===== src/rtl/lbo_consts.svh =====
// Command codes, status bit positions and bus timing counts for the lock/OTP sequencer
`ifndef LBO_CONSTS_SVH
`define LBO_CONSTS_SVH

`define LBO_CMD_READ_STATUS   8'h70
`define LBO_CMD_LOCK_SETUP    8'h60
`define LBO_CMD_BLOCK_CONFIRM 8'h01
`define LBO_CMD_PERM_CONFIRM  8'hF1
`define LBO_CMD_CLEAR_CONFIRM 8'hD0
`define LBO_CMD_OTP_SETUP     8'hC0
`define LBO_CMD_CLEAR_STATUS  8'h50
`define LBO_CMD_READ_ARRAY    8'hFF

`define LBO_READY_POS   7
`define LBO_CLRFAIL_POS 5
`define LBO_SETFAIL_POS 4
`define LBO_SUPPLY_POS  3
`define LBO_PROTECT_POS 1

// Strobe low time and bus turnaround, in bus clock cycles
`define LBO_STROBE_CYC  4'h4
`define LBO_GAP_CYC     4'h2
`define LBO_READ_CYC    4'h6

`endif


===== src/rtl/lbo_pkg.sv =====
// Types for the lock-bit and OTP command sequencer
package lbo_pkg;
	typedef enum logic [2:0]
	{
		LBO_OP_SET_BLOCK,
		LBO_OP_SET_PERM,
		LBO_OP_CLEAR_LOCKS,
		LBO_OP_OTP,
		LBO_OP_CLEAR_STATUS,
		LBO_OP_READ_ARRAY,
		LBO_OP_READ_STATUS
	} lbo_op_t;

	typedef enum logic [1:0]
	{
		LBO_CYC_IDLE,
		LBO_CYC_ACTIVE,
		LBO_CYC_GAP
	} lbo_cyc_t;
endpackage


===== src/rtl/lbo_bus_if.sv =====
// Single-cycle request/answer carrier between the sequencer and its bus cycle engine
interface lbo_bus_if;
	logic        req;
	logic        wr;
	logic [19:0] addr;
	logic [15:0] wdata;
	logic        done;
	logic [15:0] rdata;

	modport seq
	(
		output req, wr, addr, wdata,
		input  done, rdata
	);
	modport eng
	(
		input  req, wr, addr, wdata,
		output done, rdata
	);
endinterface


===== src/rtl/lbo_sequencer.sv =====
// Host-side sequencer for lock-bit set/clear, OTP program and status handling
`include "lbo_consts.svh"

// What this block does
// - Issue read-status before and after each lock-set, lock-clear or OTP operation; poll ready bit until 1.
// - Lock set: setup code then 01H at block or F1H at device address.
// - Clear locks: setup code then clear-confirm code, any address.
// - OTP: setup code, then data word at its target location.
// - After any error, host issues status-clear before retry; the sequencer sends it only on an LBO_OP_CLEAR_STATUS request, never by itself.
// - After final operation, host writes read-array code; the sequencer sends it only on an LBO_OP_READ_ARRAY request, never by itself.
module lbo_sequencer
	import lbo_pkg::*;
(
	input  wire logic        clk,           // 125 MHz clock
	input  wire logic        rst_n,         // sync reset, active low
	input  wire logic        cmd_valid,     // operation request
	output logic             cmd_ready,     // sequencer idle
	input  wire lbo_op_t     cmd_op,        // requested operation
	input  wire logic [19:0] cmd_addr,      // block, device or OTP address
	input  wire logic [15:0] cmd_data,      // OTP data word
	input  wire logic        hold_reset,    // request device reset
	output logic             rsp_valid,     // operation finished, one cycle
	output logic [7:0]       rsp_status,    // final status byte
	output logic             rsp_error,     // any error bit seen
	output logic             rsp_seq_err,   // invalid command sequence
	output logic             rsp_protect,   // permanent lock refusal
	output logic             rsp_supply,    // supply error
	output logic             rsp_op_fail,   // set or clear failure
	output logic             rsp_retry_ok,  // status cleared after error
	output logic             engine_busy,   // ready_busy_output seen low
	output logic [19:0]      flash_addr,    // address pins
	output logic             flash_ce_n,    // chip enable
	output logic             flash_we_n,    // write enable
	output logic             flash_oe_n,    // output enable
	output logic [15:0]      flash_dq_o,    // data out
	output logic             flash_dq_oe,   // data drive enable
	input  wire logic [15:0] flash_dq_i,    // data in
	input  wire logic        ready_busy_output, // open-drain ready line
	output logic             reset_powerdown_input // drives device reset, low active
);
	typedef enum logic [3:0]
	{
		S_IDLE, S_PRE_STAT, S_PRE_POLL, S_SETUP, S_CONFIRM,
		S_POST_STAT, S_POST_POLL, S_CLR, S_ARRAY, S_DONE
	} lbo_seq_t;

	lbo_bus_if bus();

	lbo_seq_t    state, next_state;
	lbo_op_t     op, next_op;
	logic [19:0] addr, next_addr;
	logic [15:0] data, next_data;
	logic [7:0]  status, next_status;
	logic        issued, next_issued;
	logic        cleared, next_cleared;
	logic [15:0] dq_s1, dq_s2;
	logic        rb_s1, rb_s2;
	logic        cyc_rst_n;

	// Open-drain ready line and data bus through two flops each
	always_ff @(posedge clk)
	begin
		dq_s1 <= flash_dq_i;
		dq_s2 <= dq_s1;
		rb_s1 <= ready_busy_output;
		rb_s2 <= rb_s1;
	end

	function automatic logic has_error(input logic [7:0] s);
		has_error = s[`LBO_CLRFAIL_POS] | s[`LBO_SETFAIL_POS] | s[`LBO_SUPPLY_POS] | s[`LBO_PROTECT_POS];
	endfunction

	function automatic logic is_config(input lbo_op_t o);
		is_config = (o == LBO_OP_SET_BLOCK) || (o == LBO_OP_SET_PERM) || (o == LBO_OP_CLEAR_LOCKS) || (o == LBO_OP_OTP);
	endfunction

	always_comb
	begin
		next_state   = state;
		next_op      = op;
		next_addr    = addr;
		next_data    = data;
		next_status  = status;
		next_issued  = issued;
		next_cleared = cleared;
		bus.req   = 1'b0;
		bus.wr    = 1'b1;
		bus.addr  = 20'h00000;
		bus.wdata = 16'h0000;
		unique case (state)
			S_IDLE:
				if (cmd_valid)
				begin
					next_op      = cmd_op;
					next_addr    = cmd_addr;
					next_data    = cmd_data;
					next_cleared = 1'b0;
					next_issued  = 1'b0;
					unique case (cmd_op)
						LBO_OP_CLEAR_STATUS: next_state = S_CLR;
						LBO_OP_READ_ARRAY:   next_state = S_ARRAY;
						LBO_OP_READ_STATUS:  next_state = S_POST_STAT;
						default:             next_state = S_PRE_STAT;
					endcase
				end
			S_PRE_STAT, S_POST_STAT:
			begin
				bus.req   = !issued;
				bus.wdata = {8'h00, `LBO_CMD_READ_STATUS};
				next_issued = 1'b1;
				if (bus.done)
				begin
					next_issued = 1'b0;
					next_state  = (state == S_PRE_STAT) ? S_PRE_POLL : S_POST_POLL;
				end
			end
			S_PRE_POLL, S_POST_POLL:
			begin
				bus.req = !issued;
				bus.wr  = 1'b0;
				next_issued = 1'b1;
				if (bus.done)
				begin
					next_issued = 1'b0;
					next_status = bus.rdata[7:0];
					if (bus.rdata[`LBO_READY_POS])
						next_state = (state == S_PRE_POLL) ? S_SETUP : S_DONE;
				end
			end
			S_SETUP:
			begin
				bus.req   = !issued;
				bus.wdata = {8'h00, (op == LBO_OP_OTP) ? `LBO_CMD_OTP_SETUP : `LBO_CMD_LOCK_SETUP};
				next_issued = 1'b1;
				if (bus.done)
				begin
					next_issued = 1'b0;
					next_state  = S_CONFIRM;
				end
			end
			S_CONFIRM:
			begin
				bus.req  = !issued;
				bus.addr = addr;
				unique case (op)
					LBO_OP_SET_BLOCK: bus.wdata = {8'h00, `LBO_CMD_BLOCK_CONFIRM};
					LBO_OP_SET_PERM:  bus.wdata = {8'h00, `LBO_CMD_PERM_CONFIRM};
					LBO_OP_CLEAR_LOCKS: bus.wdata = {8'h00, `LBO_CMD_CLEAR_CONFIRM};
					default: bus.wdata = data;
				endcase
				next_issued = 1'b1;
				if (bus.done)
				begin
					next_issued = 1'b0;
					next_state  = S_POST_STAT;
				end
			end
			S_CLR:
			begin
				bus.req   = !issued;
				bus.wdata = {8'h00, `LBO_CMD_CLEAR_STATUS};
				next_issued = 1'b1;
				if (bus.done)
				begin
					next_issued  = 1'b0;
					next_cleared = 1'b1;
					next_status  = 8'h00;
					next_state   = S_DONE;
				end
			end
			S_ARRAY:
			begin
				bus.req   = !issued;
				bus.wdata = {8'h00, `LBO_CMD_READ_ARRAY};
				next_issued = 1'b1;
				if (bus.done)
				begin
					next_issued = 1'b0;
					next_state  = S_DONE;
				end
			end
			S_DONE:
				next_state = S_IDLE;
			default:
				next_state = S_IDLE;
		endcase
		if (hold_reset)
			next_state = S_IDLE;
	end

	always_ff @(posedge clk)
	begin
		if (!rst_n)
		begin
			state   <= S_IDLE;
			op      <= LBO_OP_READ_STATUS;
			addr    <= 20'h00000;
			data    <= 16'h0000;
			status  <= 8'h00;
			issued  <= 1'b0;
			cleared <= 1'b0;
		end
		else
		begin
			state   <= next_state;
			op      <= next_op;
			addr    <= next_addr;
			data    <= next_data;
			status  <= next_status;
			issued  <= next_issued;
			cleared <= next_cleared;
		end
	end

	lbo_bus_cycle u_cycle
	(
		.clk           (clk),
		.rst_n         (cyc_rst_n),
		.bus           (bus.eng),
		.flash_addr    (flash_addr),
		.flash_ce_n    (flash_ce_n),
		.flash_we_n    (flash_we_n),
		.flash_oe_n    (flash_oe_n),
		.flash_dq_o    (flash_dq_o),
		.flash_dq_oe   (flash_dq_oe),
		.flash_dq_sync (dq_s2)
	);

	// device reset also cuts any bus cycle in flight
	assign cyc_rst_n = rst_n && !hold_reset;

	assign engine_busy = !rb_s2;
	assign reset_powerdown_input = !(hold_reset || !rst_n);
	assign cmd_ready   = (state == S_IDLE) && !hold_reset;
	assign rsp_valid   = (state == S_DONE);
	assign rsp_status  = status;
	assign rsp_error   = has_error(status);
	assign rsp_seq_err = status[`LBO_CLRFAIL_POS] & status[`LBO_SETFAIL_POS];
	assign rsp_protect = status[`LBO_PROTECT_POS];
	assign rsp_supply  = status[`LBO_SUPPLY_POS];
	assign rsp_op_fail = status[`LBO_CLRFAIL_POS] ^ status[`LBO_SETFAIL_POS];
	assign rsp_retry_ok = cleared && !is_config(op);
endmodule


===== src/rtl/lbo_bus_cycle.sv =====
// Drives one write or read cycle on the flash pins
`include "lbo_consts.svh"
module lbo_bus_cycle
	import lbo_pkg::*;
(
	input  wire logic clk,             // bus clock
	input  wire logic rst_n,           // sync reset
	lbo_bus_if.eng    bus,             // request from the sequencer
	output logic [19:0] flash_addr,    // address pins
	output logic        flash_ce_n,    // chip enable
	output logic        flash_we_n,    // write enable
	output logic        flash_oe_n,    // output enable
	output logic [15:0] flash_dq_o,    // data out
	output logic        flash_dq_oe,   // data drive enable
	input  wire logic [15:0] flash_dq_sync // data in, already synchronised
);
	lbo_cyc_t    state, next_state;
	logic [3:0]  cnt, next_cnt;
	logic        wr, next_wr;
	logic [19:0] next_addr;
	logic [15:0] next_dq, rdata, next_rdata;

	always_comb
	begin
		next_state = state;
		next_cnt   = cnt;
		next_wr    = wr;
		next_addr  = flash_addr;
		next_dq    = flash_dq_o;
		next_rdata = rdata;
		unique case (state)
			LBO_CYC_IDLE:
				if (bus.req)
				begin
					next_state = LBO_CYC_ACTIVE;
					next_wr    = bus.wr;
					next_addr  = bus.addr;
					next_dq    = bus.wdata;
					next_cnt   = bus.wr ? `LBO_STROBE_CYC : `LBO_READ_CYC;
				end
			LBO_CYC_ACTIVE:
				if (cnt == 4'h1)
				begin
					next_state = LBO_CYC_GAP;
					next_cnt   = `LBO_GAP_CYC;
					next_rdata = flash_dq_sync;
				end
				else
					next_cnt = cnt - 4'h1;
			LBO_CYC_GAP:
				if (cnt == 4'h1)
					next_state = LBO_CYC_IDLE;
				else
					next_cnt = cnt - 4'h1;
		endcase
	end

	always_ff @(posedge clk)
	begin
		if (!rst_n)
		begin
			state      <= LBO_CYC_IDLE;
			cnt        <= 4'h0;
			wr         <= 1'b0;
			flash_addr <= 20'h00000;
			flash_dq_o <= 16'h0000;
			rdata      <= 16'h0000;
		end
		else
		begin
			state      <= next_state;
			cnt        <= next_cnt;
			wr         <= next_wr;
			flash_addr <= next_addr;
			flash_dq_o <= next_dq;
			rdata      <= next_rdata;
		end
	end

	assign flash_ce_n  = !(state == LBO_CYC_ACTIVE);
	assign flash_we_n  = !(state == LBO_CYC_ACTIVE && wr);
	assign flash_oe_n  = !(state == LBO_CYC_ACTIVE && !wr);
	assign flash_dq_oe = (state != LBO_CYC_IDLE) && wr;
	assign bus.done    = (state == LBO_CYC_GAP) && (cnt == 4'h1);
	assign bus.rdata   = rdata;
endmodule


===== config.mk =====
export PLATFORM = sky130hd
export DESIGN_NAME = lbo_sequencer
export DESIGN_NICKNAME = d
export VERILOG_FILES = /design/src/rtl/lbo_pkg.sv /design/src/rtl/lbo_bus_if.sv /design/src/rtl/lbo_sequencer.sv /design/src/rtl/lbo_bus_cycle.sv
export VERILOG_INCLUDE_DIRS = /design/src /design/src/rtl
export SDC_FILE = /design/constraint.sdc
export NUM_CORES = 1
export LEC_CHECK = 0
export BUFFER_PORTS_ARGS = -buffer_cell sky130_fd_sc_hd__buf_2
export CORE_MARGIN = 2
export CORE_UTILIZATION = 30
export CTS_BUF_LIST = sky130_fd_sc_hd__clkbuf_4
export CTS_CLUSTER_SIZE = 14
export DETAILED_ROUTE_END_ITERATION = 6
export PLACE_DENSITY_LB_ADDON = 0.08
export SLEW_MARGIN = 20
export SYNTH_ARGS = -nofsm -noshare
export SYNTH_HDL_FRONTEND = slang
export SYNTH_SLANG_ARGS = --single-unit

===== constraint.sdc =====
create_clock -name clk -period 5.85 [get_ports clk]
set_clock_uncertainty 0.2 [all_clocks]
set_input_delay 0.585 -clock clk [delete_from_list [all_inputs] [get_ports clk]]
set_output_delay 0.585 -clock clk [all_outputs]
set_load 0.02 [all_outputs]

## Yosys cells after proc, flatten, opt, wreduce, memory -nomap -nowiden

Cells that the tools add are included.

| storage, ports and cells | value |
|---|---|
| bits in registers | 122 |
| latch bits | 0 |
| memory bits (writable) | 0 |
| ROM bits | 0 |
| input port bits | 60 |
| output and inout bits | 58 |
| logic and storage cells | 130 |
| memories kept | 0 |

| operators by class | value |
|---|---|
| add/sub/neg operators | 1 |
| multipliers | 0 |
| divide/modulo/power cells | 0 |
| $lt $le $gt $ge | 0 |
| eq/ne operators | 30 |
| shift operators | 0 |
| mux-type cells | 34 |
| bitwise gates (word level) | 6 |
| reduce and logical (&&, ||, !) cells | 42 |

Operators with widths:

| operator | number |
|---|---|
| $pmux 16 s5 | 1 |
| $pmux 16 s3 | 1 |
| $mux 4 | 11 |
| $mux 8 | 3 |
| $pmux 4 s3 | 2 |
| $pmux 4 s6 | 1 |
| $mux 20 | 1 |
| $eq 4x3->1 const B | 4 |
| $ne 2x2->1 const B | 8 |
| $pmux 8 s2 | 1 |
| $logic_not 1->1 | 10 |
| $reduce_and 2->1 | 5 |
| $eq 3x3->1 const B | 3 |
| $reduce_and 3->1 | 3 |
| $eq 4x1->1 const B | 2 |
| $eq 4x2->1 const B | 2 |
| $eq 4x4->1 const B | 2 |
| $mux 2 | 4 |
| $ne 2x1->1 const B | 4 |
| $reduce_bool 2->1 | 4 |
| $reduce_or 2->1 | 4 |
| $reduce_or 8->1 | 1 |
| $logic_and 1x1->1 | 7 |
| $reduce_and 7->1 | 1 |
| other kinds (17) | 28 |

## Logic depth before layout (Yosys ltp)

Gate-level depths: netlist of the first run.

| depth | value |
|---|---|
| depth after elaboration | 6 |
| gate-level depth with buffers | 8 |
| depth with buffers taken out | 6 |

## Modules after synthesis

From an unflattened synthesis of the first run, not the netlist that was laid out.

| unflattened totals | value |
|---|---|
| cells, all modules | 655 |
| area total of the unflattened synthesis | 5,637.9 sq um |

By module, submodules not included:

| module | instances | cells each | area each (sq um) | sequential area each (sq um) |
|---|---|---|---|---|
| lbo_sequencer | 1 | 368 | 3,308.2 | 1,741.7 |
| lbo_bus_cycle | 1 | 287 | 2,329.7 | 1,181.1 |

## Least setup slack after synthesis of the first run

Ideal clock, no wire load.

| timing | value |
|---|---|
| path type | flip-flop to output port |
| from | register state[3] |
| to | output port rsp_valid |
| arrival time | 1.572 ns |
| required time | 5.065 ns |
| slack | 3.493 ns |
| stages on the path, launching flop included | 5 |
| buffers on the path | 2 |
| cells stage by stage | dfxtp_1 > buf_2 > clkbuf_1 > inv_1 > nor4_1 |

| on the way | value |
|---|---|
| cells in the longest elaborated chain, start to end | 1 |

Ends and longest elaborated chain:

| element | line | text |
|---|---|---|
| from (decl) | lbo_sequencer.sv:49 | `lbo_seq_t state, next_state;` |
| from (signal assigned) | lbo_sequencer.sv:205 | `state <= next_state;` |
| $eq 4x4->1 | lbo_sequencer.sv:235 | `assign rsp_valid = (state == S_DONE);` |
| to (decl) | lbo_sequencer.sv:22 | `output logic rsp_valid,` |

Every way passes these cells.

## Worst setup path in the final report of the first run

| timing | value |
|---|---|
| from | input port rst_n |
| to | output port reset_powerdown_input |

| on the way | value |
|---|---|
| cells in the longest elaborated chain, start to end | 3 |

Ends and longest elaborated chain:

| element | line | text |
|---|---|---|
| from (decl) | lbo_sequencer.sv:15 | `input wire logic rst_n,` |
| $logic_not 1->1 | lbo_sequencer.sv:233 | `assign reset_powerdown_input = !(hold_reset \|\| !rst_n);` |
| $logic_or 1x1->1 | lbo_sequencer.sv:233 |  |
| $logic_not 1->1 | lbo_sequencer.sv:233 |  |
| to (decl) | lbo_sequencer.sv:39 | `output logic reset_powerdown_input` |

Every way passes these cells.

==> results of run 1 <==
## worst paths after layout
kind	end	cells past startpoint	slack, ns	from
hold / removal	addr[18]$_SDFFE_PN0P_	3	0.10	cmd_addr[18]
hold reg to reg	dq_s2[3]$_DFF_P_	0	0.13	dq_s1[3]$_DFF_P_
setup reg to reg	u_cycle.flash_dq_o[14]$_SDFFE_PN0P_	5	3.16	state[2]$_SDFFE_PN0P_
setup / recovery	reset_powerdown_input	6	2.67	rst_n
## cell type report
cell class	instances	area, sq um	area share, %
sequential	122	2440	40.6
multi-input combinational	394	2270	37.7
timing repair buffer	126	696	11.6
tap	216	270	4.49
clock inverter	14	155	2.58
clock buffer	18	135	2.25
inverter	12	45.0	0.749
antenna	1	2.50	0.0416
## cell usage after synthesis, types with 4 or more instances
cell type  number
nor2_1         20
a21boi_0       38
dfxtp_1       122
a21oi_1        47
buf_2          13
o21ai_0        11
nor3_1          8
ha_1            7
or3_1           6
inv_1          11
a22oi_1        15
nand2_1       129
o31ai_1         4
clkbuf_1       22
nand2b_1        7
nand3_1        26
nor2b_1        16
## registers in the layout, indices dropped and copies added (netlist names), 8 cells and up
| signal | count |
|---|---|
| dq_s2 | 8 |
| data | 16 |
| u_cycle.bus.rdata | 8 |
| dq_s1 | 8 |
| rsp_status | 8 |
| u_cycle.flash_dq_o | 16 |
| u_cycle.flash_addr | 20 |
| addr | 20 |
## cell families (layout without fill, tap and decap cells)
logic type	after synthesis	in the layout	synth area share, %
and+or+nand+nor	238	238	23.4
other	0	1	0
muxes	1	1	0.203
DFF	122	122	49.5
AOI/OAI and AO/OA	148	148	20.4
buffers and inverters	52	170	4.67
adders and majority gates	7	7	1.78
## what timing repair did
| action | in CTS | in global routing |
|---|---|---|
| hold buffers | 9 | 0 |
| setup endpoints to repair | 0 | 0 |
| hold endpoints to repair | 9 | 0 |
## routing by layer
layer / GRT usage (%) / up-vias
li1: - / 2181
met1: 20.7 / 2019
met2: 25.8 / 98
met3: 4.73 / 6
met4: 5.02 / 0
met5: 0 / -
## power by group
| group | switching, uW | total [uW] | internal [uW] |
|---|---|---|---|
| clock | 325 | 619 | 294 |
| combinational | 169 | 260 | 91.7 |
| sequential | 31.1 | 899 | 868 |
| total | 525 | 1780 | 1250 |
## cells in the final DEF (no fill, tap or decap), types with 3 or more instances in the layout
| cell | instances |
|---|---|
| a211o_1 | 3 |
| a21boi_0 | 38 |
| a21oi_1 | 47 |
| a22oi_1 | 15 |
| and2_1 | 3 |
| buf_2 | 109 |
| buf_4 | 8 |
| bufinv_16 | 3 |
| clkbuf_4 | 18 |
| clkinv_1 | 4 |
| clkinv_2 | 3 |
| clkinvlp_4 | 4 |
| dfxtp_1 | 122 |
| dlygate4sd3_1 | 9 |
| ha_1 | 7 |
| inv_1 | 11 |
| nand2_1 | 129 |
| nand2b_1 | 6 |
| nand3_1 | 26 |
| nand4_1 | 3 |
| nor2_1 | 20 |
| nor2b_1 | 16 |
| nor3_1 | 7 |
| nor3b_1 | 3 |
| o21ai_0 | 11 |
| o2bb2ai_1 | 3 |
| o31a_1 | 3 |
| o31ai_1 | 4 |
| or2_2 | 3 |
| or3_1 | 6 |
## worst max-delay path, delay by kind of cell
| kind | cells | cell delay, ns |
|---|---|---|
| and+or+nand+nor | 1 | 0.13 |
| buffers and inverters | 5 | 1.67 |
## through the flow
stage,setup slack (ns),cell area (sq um)
after floorplan,3.49,4930
after global placement,2.61,5630
after detailed placement,2.66,5630
after CTS,2.64,6010
after global routing,2.53,6010
final,2.67,6010
==> impl_metrics.yaml, run 1 <==
run_status:
  outcome: "completed"
drt:
  drtIter0Drc: 302
  met3WireLength_um: 587
  route.detailed.drc: 0
  dr.max_layer_used: "met4"
  dr.pass1.iters: 5
  drt-wirelength-per-cell_um: 15.2
  vias_per_cell: 4.77
  dr_total_vias: 4304
  route.met2.wl_um: 6350
  routed_wl_um: 13700
  wl_met1_um: 6700
  final_antenna_net_count: 0
finish:
  utilization_pct: 37.6
  fillers: 1750
  syn_to_final_growth_pct: 21.9
  final_cells: 903
  nets: 740
  drive_gt1_share_pct: 22.9
floorplanning:
  rows: 46
  fp.coreArea_sq_um: 16000
  die_x_um: 132
  start_util_pct: 30.8
  die_area_sq_um: 17500
  die_h_um: 132
  ios: 118
synthesis:
  syn_area_per_cell_sq_um: 8.68
  synthFlopType: "dfxtp_1"
  yosysUniqueCellTypes: 57
  async_flop_share_pct: 0
  synth.area.top_cells: "dfxtp_1 50%, nand2_1 9.8%, a21boi_0 5.8%"
  ys_seq_elements: 122
  yosys_warnings: 0
  syn_area_sq_um: 4930
  synthCells: 568
  yosysTopAreaCellShare_pct: 49.5
  synth_edf_count: 0
  syn-num-nets: 635
  yosysSeqAreaShare_pct: 49.5
  synth_top_area_cell: "dfxtp_1"
clock_network:
  cts_resized: 0
  worstSkewPairLatency_ns: 0.53
  cts_tree: "done"
  cts-htree-levels: 4
  cts-root-buf: "clkbuf_4"
  post_cts_buffers: 0
  clock_sinks: 122
  numCtsBuffers: 17
  cts_buffer_depth: 2
  clk_pin_slew_ns: 0.10
placed_design:
  port_buffers: 109
  dp_hpwl_um: 8870
  dpl.cell_count: 861
  gp_congestion: 0.754
grt:
  grt.overflow.total: 0
  grt_max_degree: 53
  grt.total_usage_pct: 16.0
  grt_pass1_vias: 4155
  antenna_found_initial: 1
  grt_pass1_wl_um: 22200
pwr:
  p_leak_uw: 0.00234
  power_density_nw_per_um2: 296
  peakVddDrop_mv: 0.115
  total_power_uw: 1780
critical_path:
  path_class: "in -> out"
  cpPeakStageDelay_ns: 0.54
  worst-endpoint-arrival_ns: 2.40
  cp-end-kind: "output pin"
  cp.required_ns: 5.07
  cp_slowest_cell: "buf_4"
  crit_chain: "buf_2 -> buf_4 -> nand2b_2 -> buf_4 -> clkinv_1 -> buf_2"
  crit_fanout: 52
  start_kind: "input port"
sta:
  grt_setup_unrepaired: "no"
  fmax_ghz: 0.314
  maxSlewHeadroom_pct: 31.6
  worst_pin_slew_ns: 1.02
  setup_tns_ns: 0
  hold_viol: 0
  setup_viol: 0
  fin_crit_sh_pct: 54.4
  timing.hold.ws_ns: 0.103
  slew_viol_final: 0
  fin_crit_ns: 3.18
job:
  maxCapViolCount: 0
min_path:
  min_path_type: "in -> reg"
Power figures use the tool's default switching activity.
==> run 2, diff against run 1 <==
ABC_AREA = 1   (was unset)
clock period = 2.87 ns   (was 5.85 ns; I/O delays follow)
==> run 2 against run 1 <==
Net effect: area after synthesis decreased by 2.1%; largest power group unchanged; worst setup slack got worse by 1.9 ns; hold slack got worse by 0.047 ns; power increased by 120%.
==> impl_metrics.yaml, run 2 <==
drt:
  final_antenna_net_count: 0
  dr.pass1.iters: 5
  drt-wirelength-per-cell_um: 12.6
  routed_wl_um: 13000
  drtIter0Drc: 167
  route.detailed.drc: 0
  vias_per_cell: 4.41
  dr_total_vias: 4518
synthesis:
  synthCells: 641
  synth_common_cells: "156 x nand2_1, 122 x dfxtp_1, 95 x a21oi_1"
  yosysMostFrequentCell: "nand2_1"
  syn_area_per_cell_sq_um: 7.53
  yosys_warnings: 0
  yosysTopAreaCellShare_pct: 50.6
  syn_area_sq_um: 4830
  synth_edf_count: 0
  synthFlopType: "dfxtp_1"
  yosysSeqAreaShare_pct: 50.6
  syn-num-nets: 708
  yosysUniqueCellTypes: 27
  ys_seq_elements: 122
  async_flop_share_pct: 0
  synth.area.top_cells: "dfxtp_1 51%, nand2_1 12%, a21oi_1 9.8%"
  synth_top_area_cell: "dfxtp_1"
sta:
  hold_viol: 0
  fmax_ghz: 0.466
  fin_crit_ns: 2.15
  slew_viol_final: 0
  maxSlewHeadroom_pct: 57.8
  grt_setup_unrepaired: "no"
  fin_crit_sh_pct: 74.8
  worst_pin_slew_ns: 0.630
  setup_tns_ns: 0
  setup_viol: 0
finish:
  syn_to_final_growth_pct: 31.2
  mostFrequentLayoutCells: "156 x nand2_1, 122 x dfxtp_1, 109 x buf_2"
  reg_top3: "addr x20, u_cycle.flash_addr x20"
  seqCellArea_sq_um: 2440
  fillers: 1655
  multi_input_area_sq_um: 1950
  utilization_pct: 40.0
  final_cell_area_sq_um: 6330
  drive_gt1_share_pct: 20.7
  final_common_cell: "nand2_1"
  nets: 862
grt:
  grt_pass1_wl_um: 20500
  grt.total_usage_pct: 15.6
  grt_max_degree: 41
  antenna_found_initial: 1
  grt.overflow.total: 0
  grt_pass1_vias: 4211
clock_network:
  cts_tree: "done"
  clock_sinks: 122
  cts-root-buf: "clkbuf_4"
  cts_buffer_depth: 2
  worstSkewPairLatency_ns: 0.52
  post_cts_buffers: 0
  numCtsBuffers: 17
  cts-htree-levels: 4
  clk_pin_slew_ns: 0.10
floorplanning:
  die_h_um: 131
  fp.coreArea_sq_um: 15800
  start_util_pct: 30.5
  rows: 46
  ios: 118
  die_x_um: 131
  die_area_sq_um: 17100
pwr:
  combinationalPowerShare_pct: 20.2
  seqPwrFrac_pct: 47.6
  p_leak_uw: 0.00272
  p_int_uw: 2680
  switching_power_uw: 1230
  power_density_nw_per_um2: 617
  p_clk_share_pct: 32.2
  total_power_uw: 3910
  swShare_pct: 31.3
  peakVddDrop_mv: 0.231
critical_path:
  cp-end-kind: "flip-flop"
  cp.required_ns: 3.12
  crit_fanout: 40
  worst-endpoint-arrival_ns: 2.40
  start_kind: "flip-flop"
  path_class: "reg -> reg"
placed_design:
  gp_congestion: 0.854
  dp_hpwl_um: 8510
  placed_area_sq_um: 5550
  port_buffers: 109
job:
  maxCapViolCount: 0
run_status:
  outcome: "completed"
min_path:
  min_path_type: "in -> reg"
==> run 2: changes by cell type after synthesis, sizes merged, moves of 16 or more <==
cell	previous run	this run
a21boi	38	0
a21oi	47	95
inv	11	68
nand2	129	161
nor2	20	70
nor2b	16	0
o21ai	11	48
==> run 2: worst paths after layout <==
| path | from | endpoint | slack (ns) | cells past startpoint |
|---|---|---|---|---|
| max | state[3]$_SDFFE_PN0P_ | addr[6]$_SDFFE_PN0P_ | 0.72 | 7 |
| min reg2reg | dq_s1[1]$_DFF_P_ | dq_s2[1]$_DFF_P_ | 0.13 | 0 |
| min | rst_n | cleared$_SDFFE_PN0P_ | 0.06 | 4 |
| max reg2reg | state[3]$_SDFFE_PN0P_ | addr[6]$_SDFFE_PN0P_ | 0.72 | 7 |
==> run 2: logic make-up (layout without fill, tap and decap cells) <==
group           after synthesis  count (layout)  synth area share (%)
flops                       122             122                  50.6
compound gates              145             145                  15.1
other cells                   0               1                     0
fa+ha+maj                     7               7                  1.81
xor+xnor                      1               1                 0.181
buf+inv                      99             266                  8.97
simple gates                267             267                  23.3
==> run 2: through the flow <==
| stage | cells | setup WS [ns] | hold slack [ns] |
|---|---|---|---|
| final | 1025 | 0.724 | 0.0554 |
| after global routing | 1025 | 0.508 | 0.0115 |
| after CTS | 1024 | 0.697 | 0.00204 |
| after detailed placement | 943 | 0.771 | 0.112 |
| after global placement | 943 | 0.797 | 0.112 |
| after floorplan | 641 | 1.25 | 0.110 |
==> run 2: area by class of cell <==
| cell class | instances | area share, % |
|---|---|---|
| flip-flops and latches | 122 | 38.6 |
| multi-input cells | 420 | 30.8 |
| repair buffers | 164 | 17.5 |
| well taps | 216 | 4.27 |
| inverters | 70 | 4.17 |
| clock inverters | 13 | 2.41 |
| clock buffers | 19 | 2.25 |
| diodes | 1 | 0.0395 |
==> run 2: power by group through the flow <==
stage / registers (uW) / clock network, uW / logic [uW]
finish: 1860 / 1260 / 790
global route: 1880 / 1390 / 901
CTS: 1860 / 1320 / 804
detailed placement: 1900 / 0 / 748
global placement: 1900 / 0 / 743
floorplan: 1890 / 0 / 577
==> run 2: worst max-delay path, stage by stage (launching register included) <==
cell,delay [ns]
dfxtp_1,0.53
nor2_2,0.11
nand2_2,0.18
inv_2,0.06
nand2_2,0.47
buf_12,0.27
o21ai_0,0.11
a21oi_1,0.12
==> run 2: per-layer routing <==
| layer | wire length [um] | vias up | global-route usage, % |
|---|---|---|---|
| met5 | 0 | - | 0 |
| met1 | 6150 | 2032 | 19.0 |
| met4 | 310 | 0 | 7.26 |
| met3 | 597 | 24 | 4.23 |
| met2 | 5910 | 109 | 25.8 |
| li1 | - | 2353 | - |
==> run 2: timing repair <==
item                                   CTS  global route
hold buffers                            49             0
resized for setup                        0             0
endpoints found under the hold margin   59             0
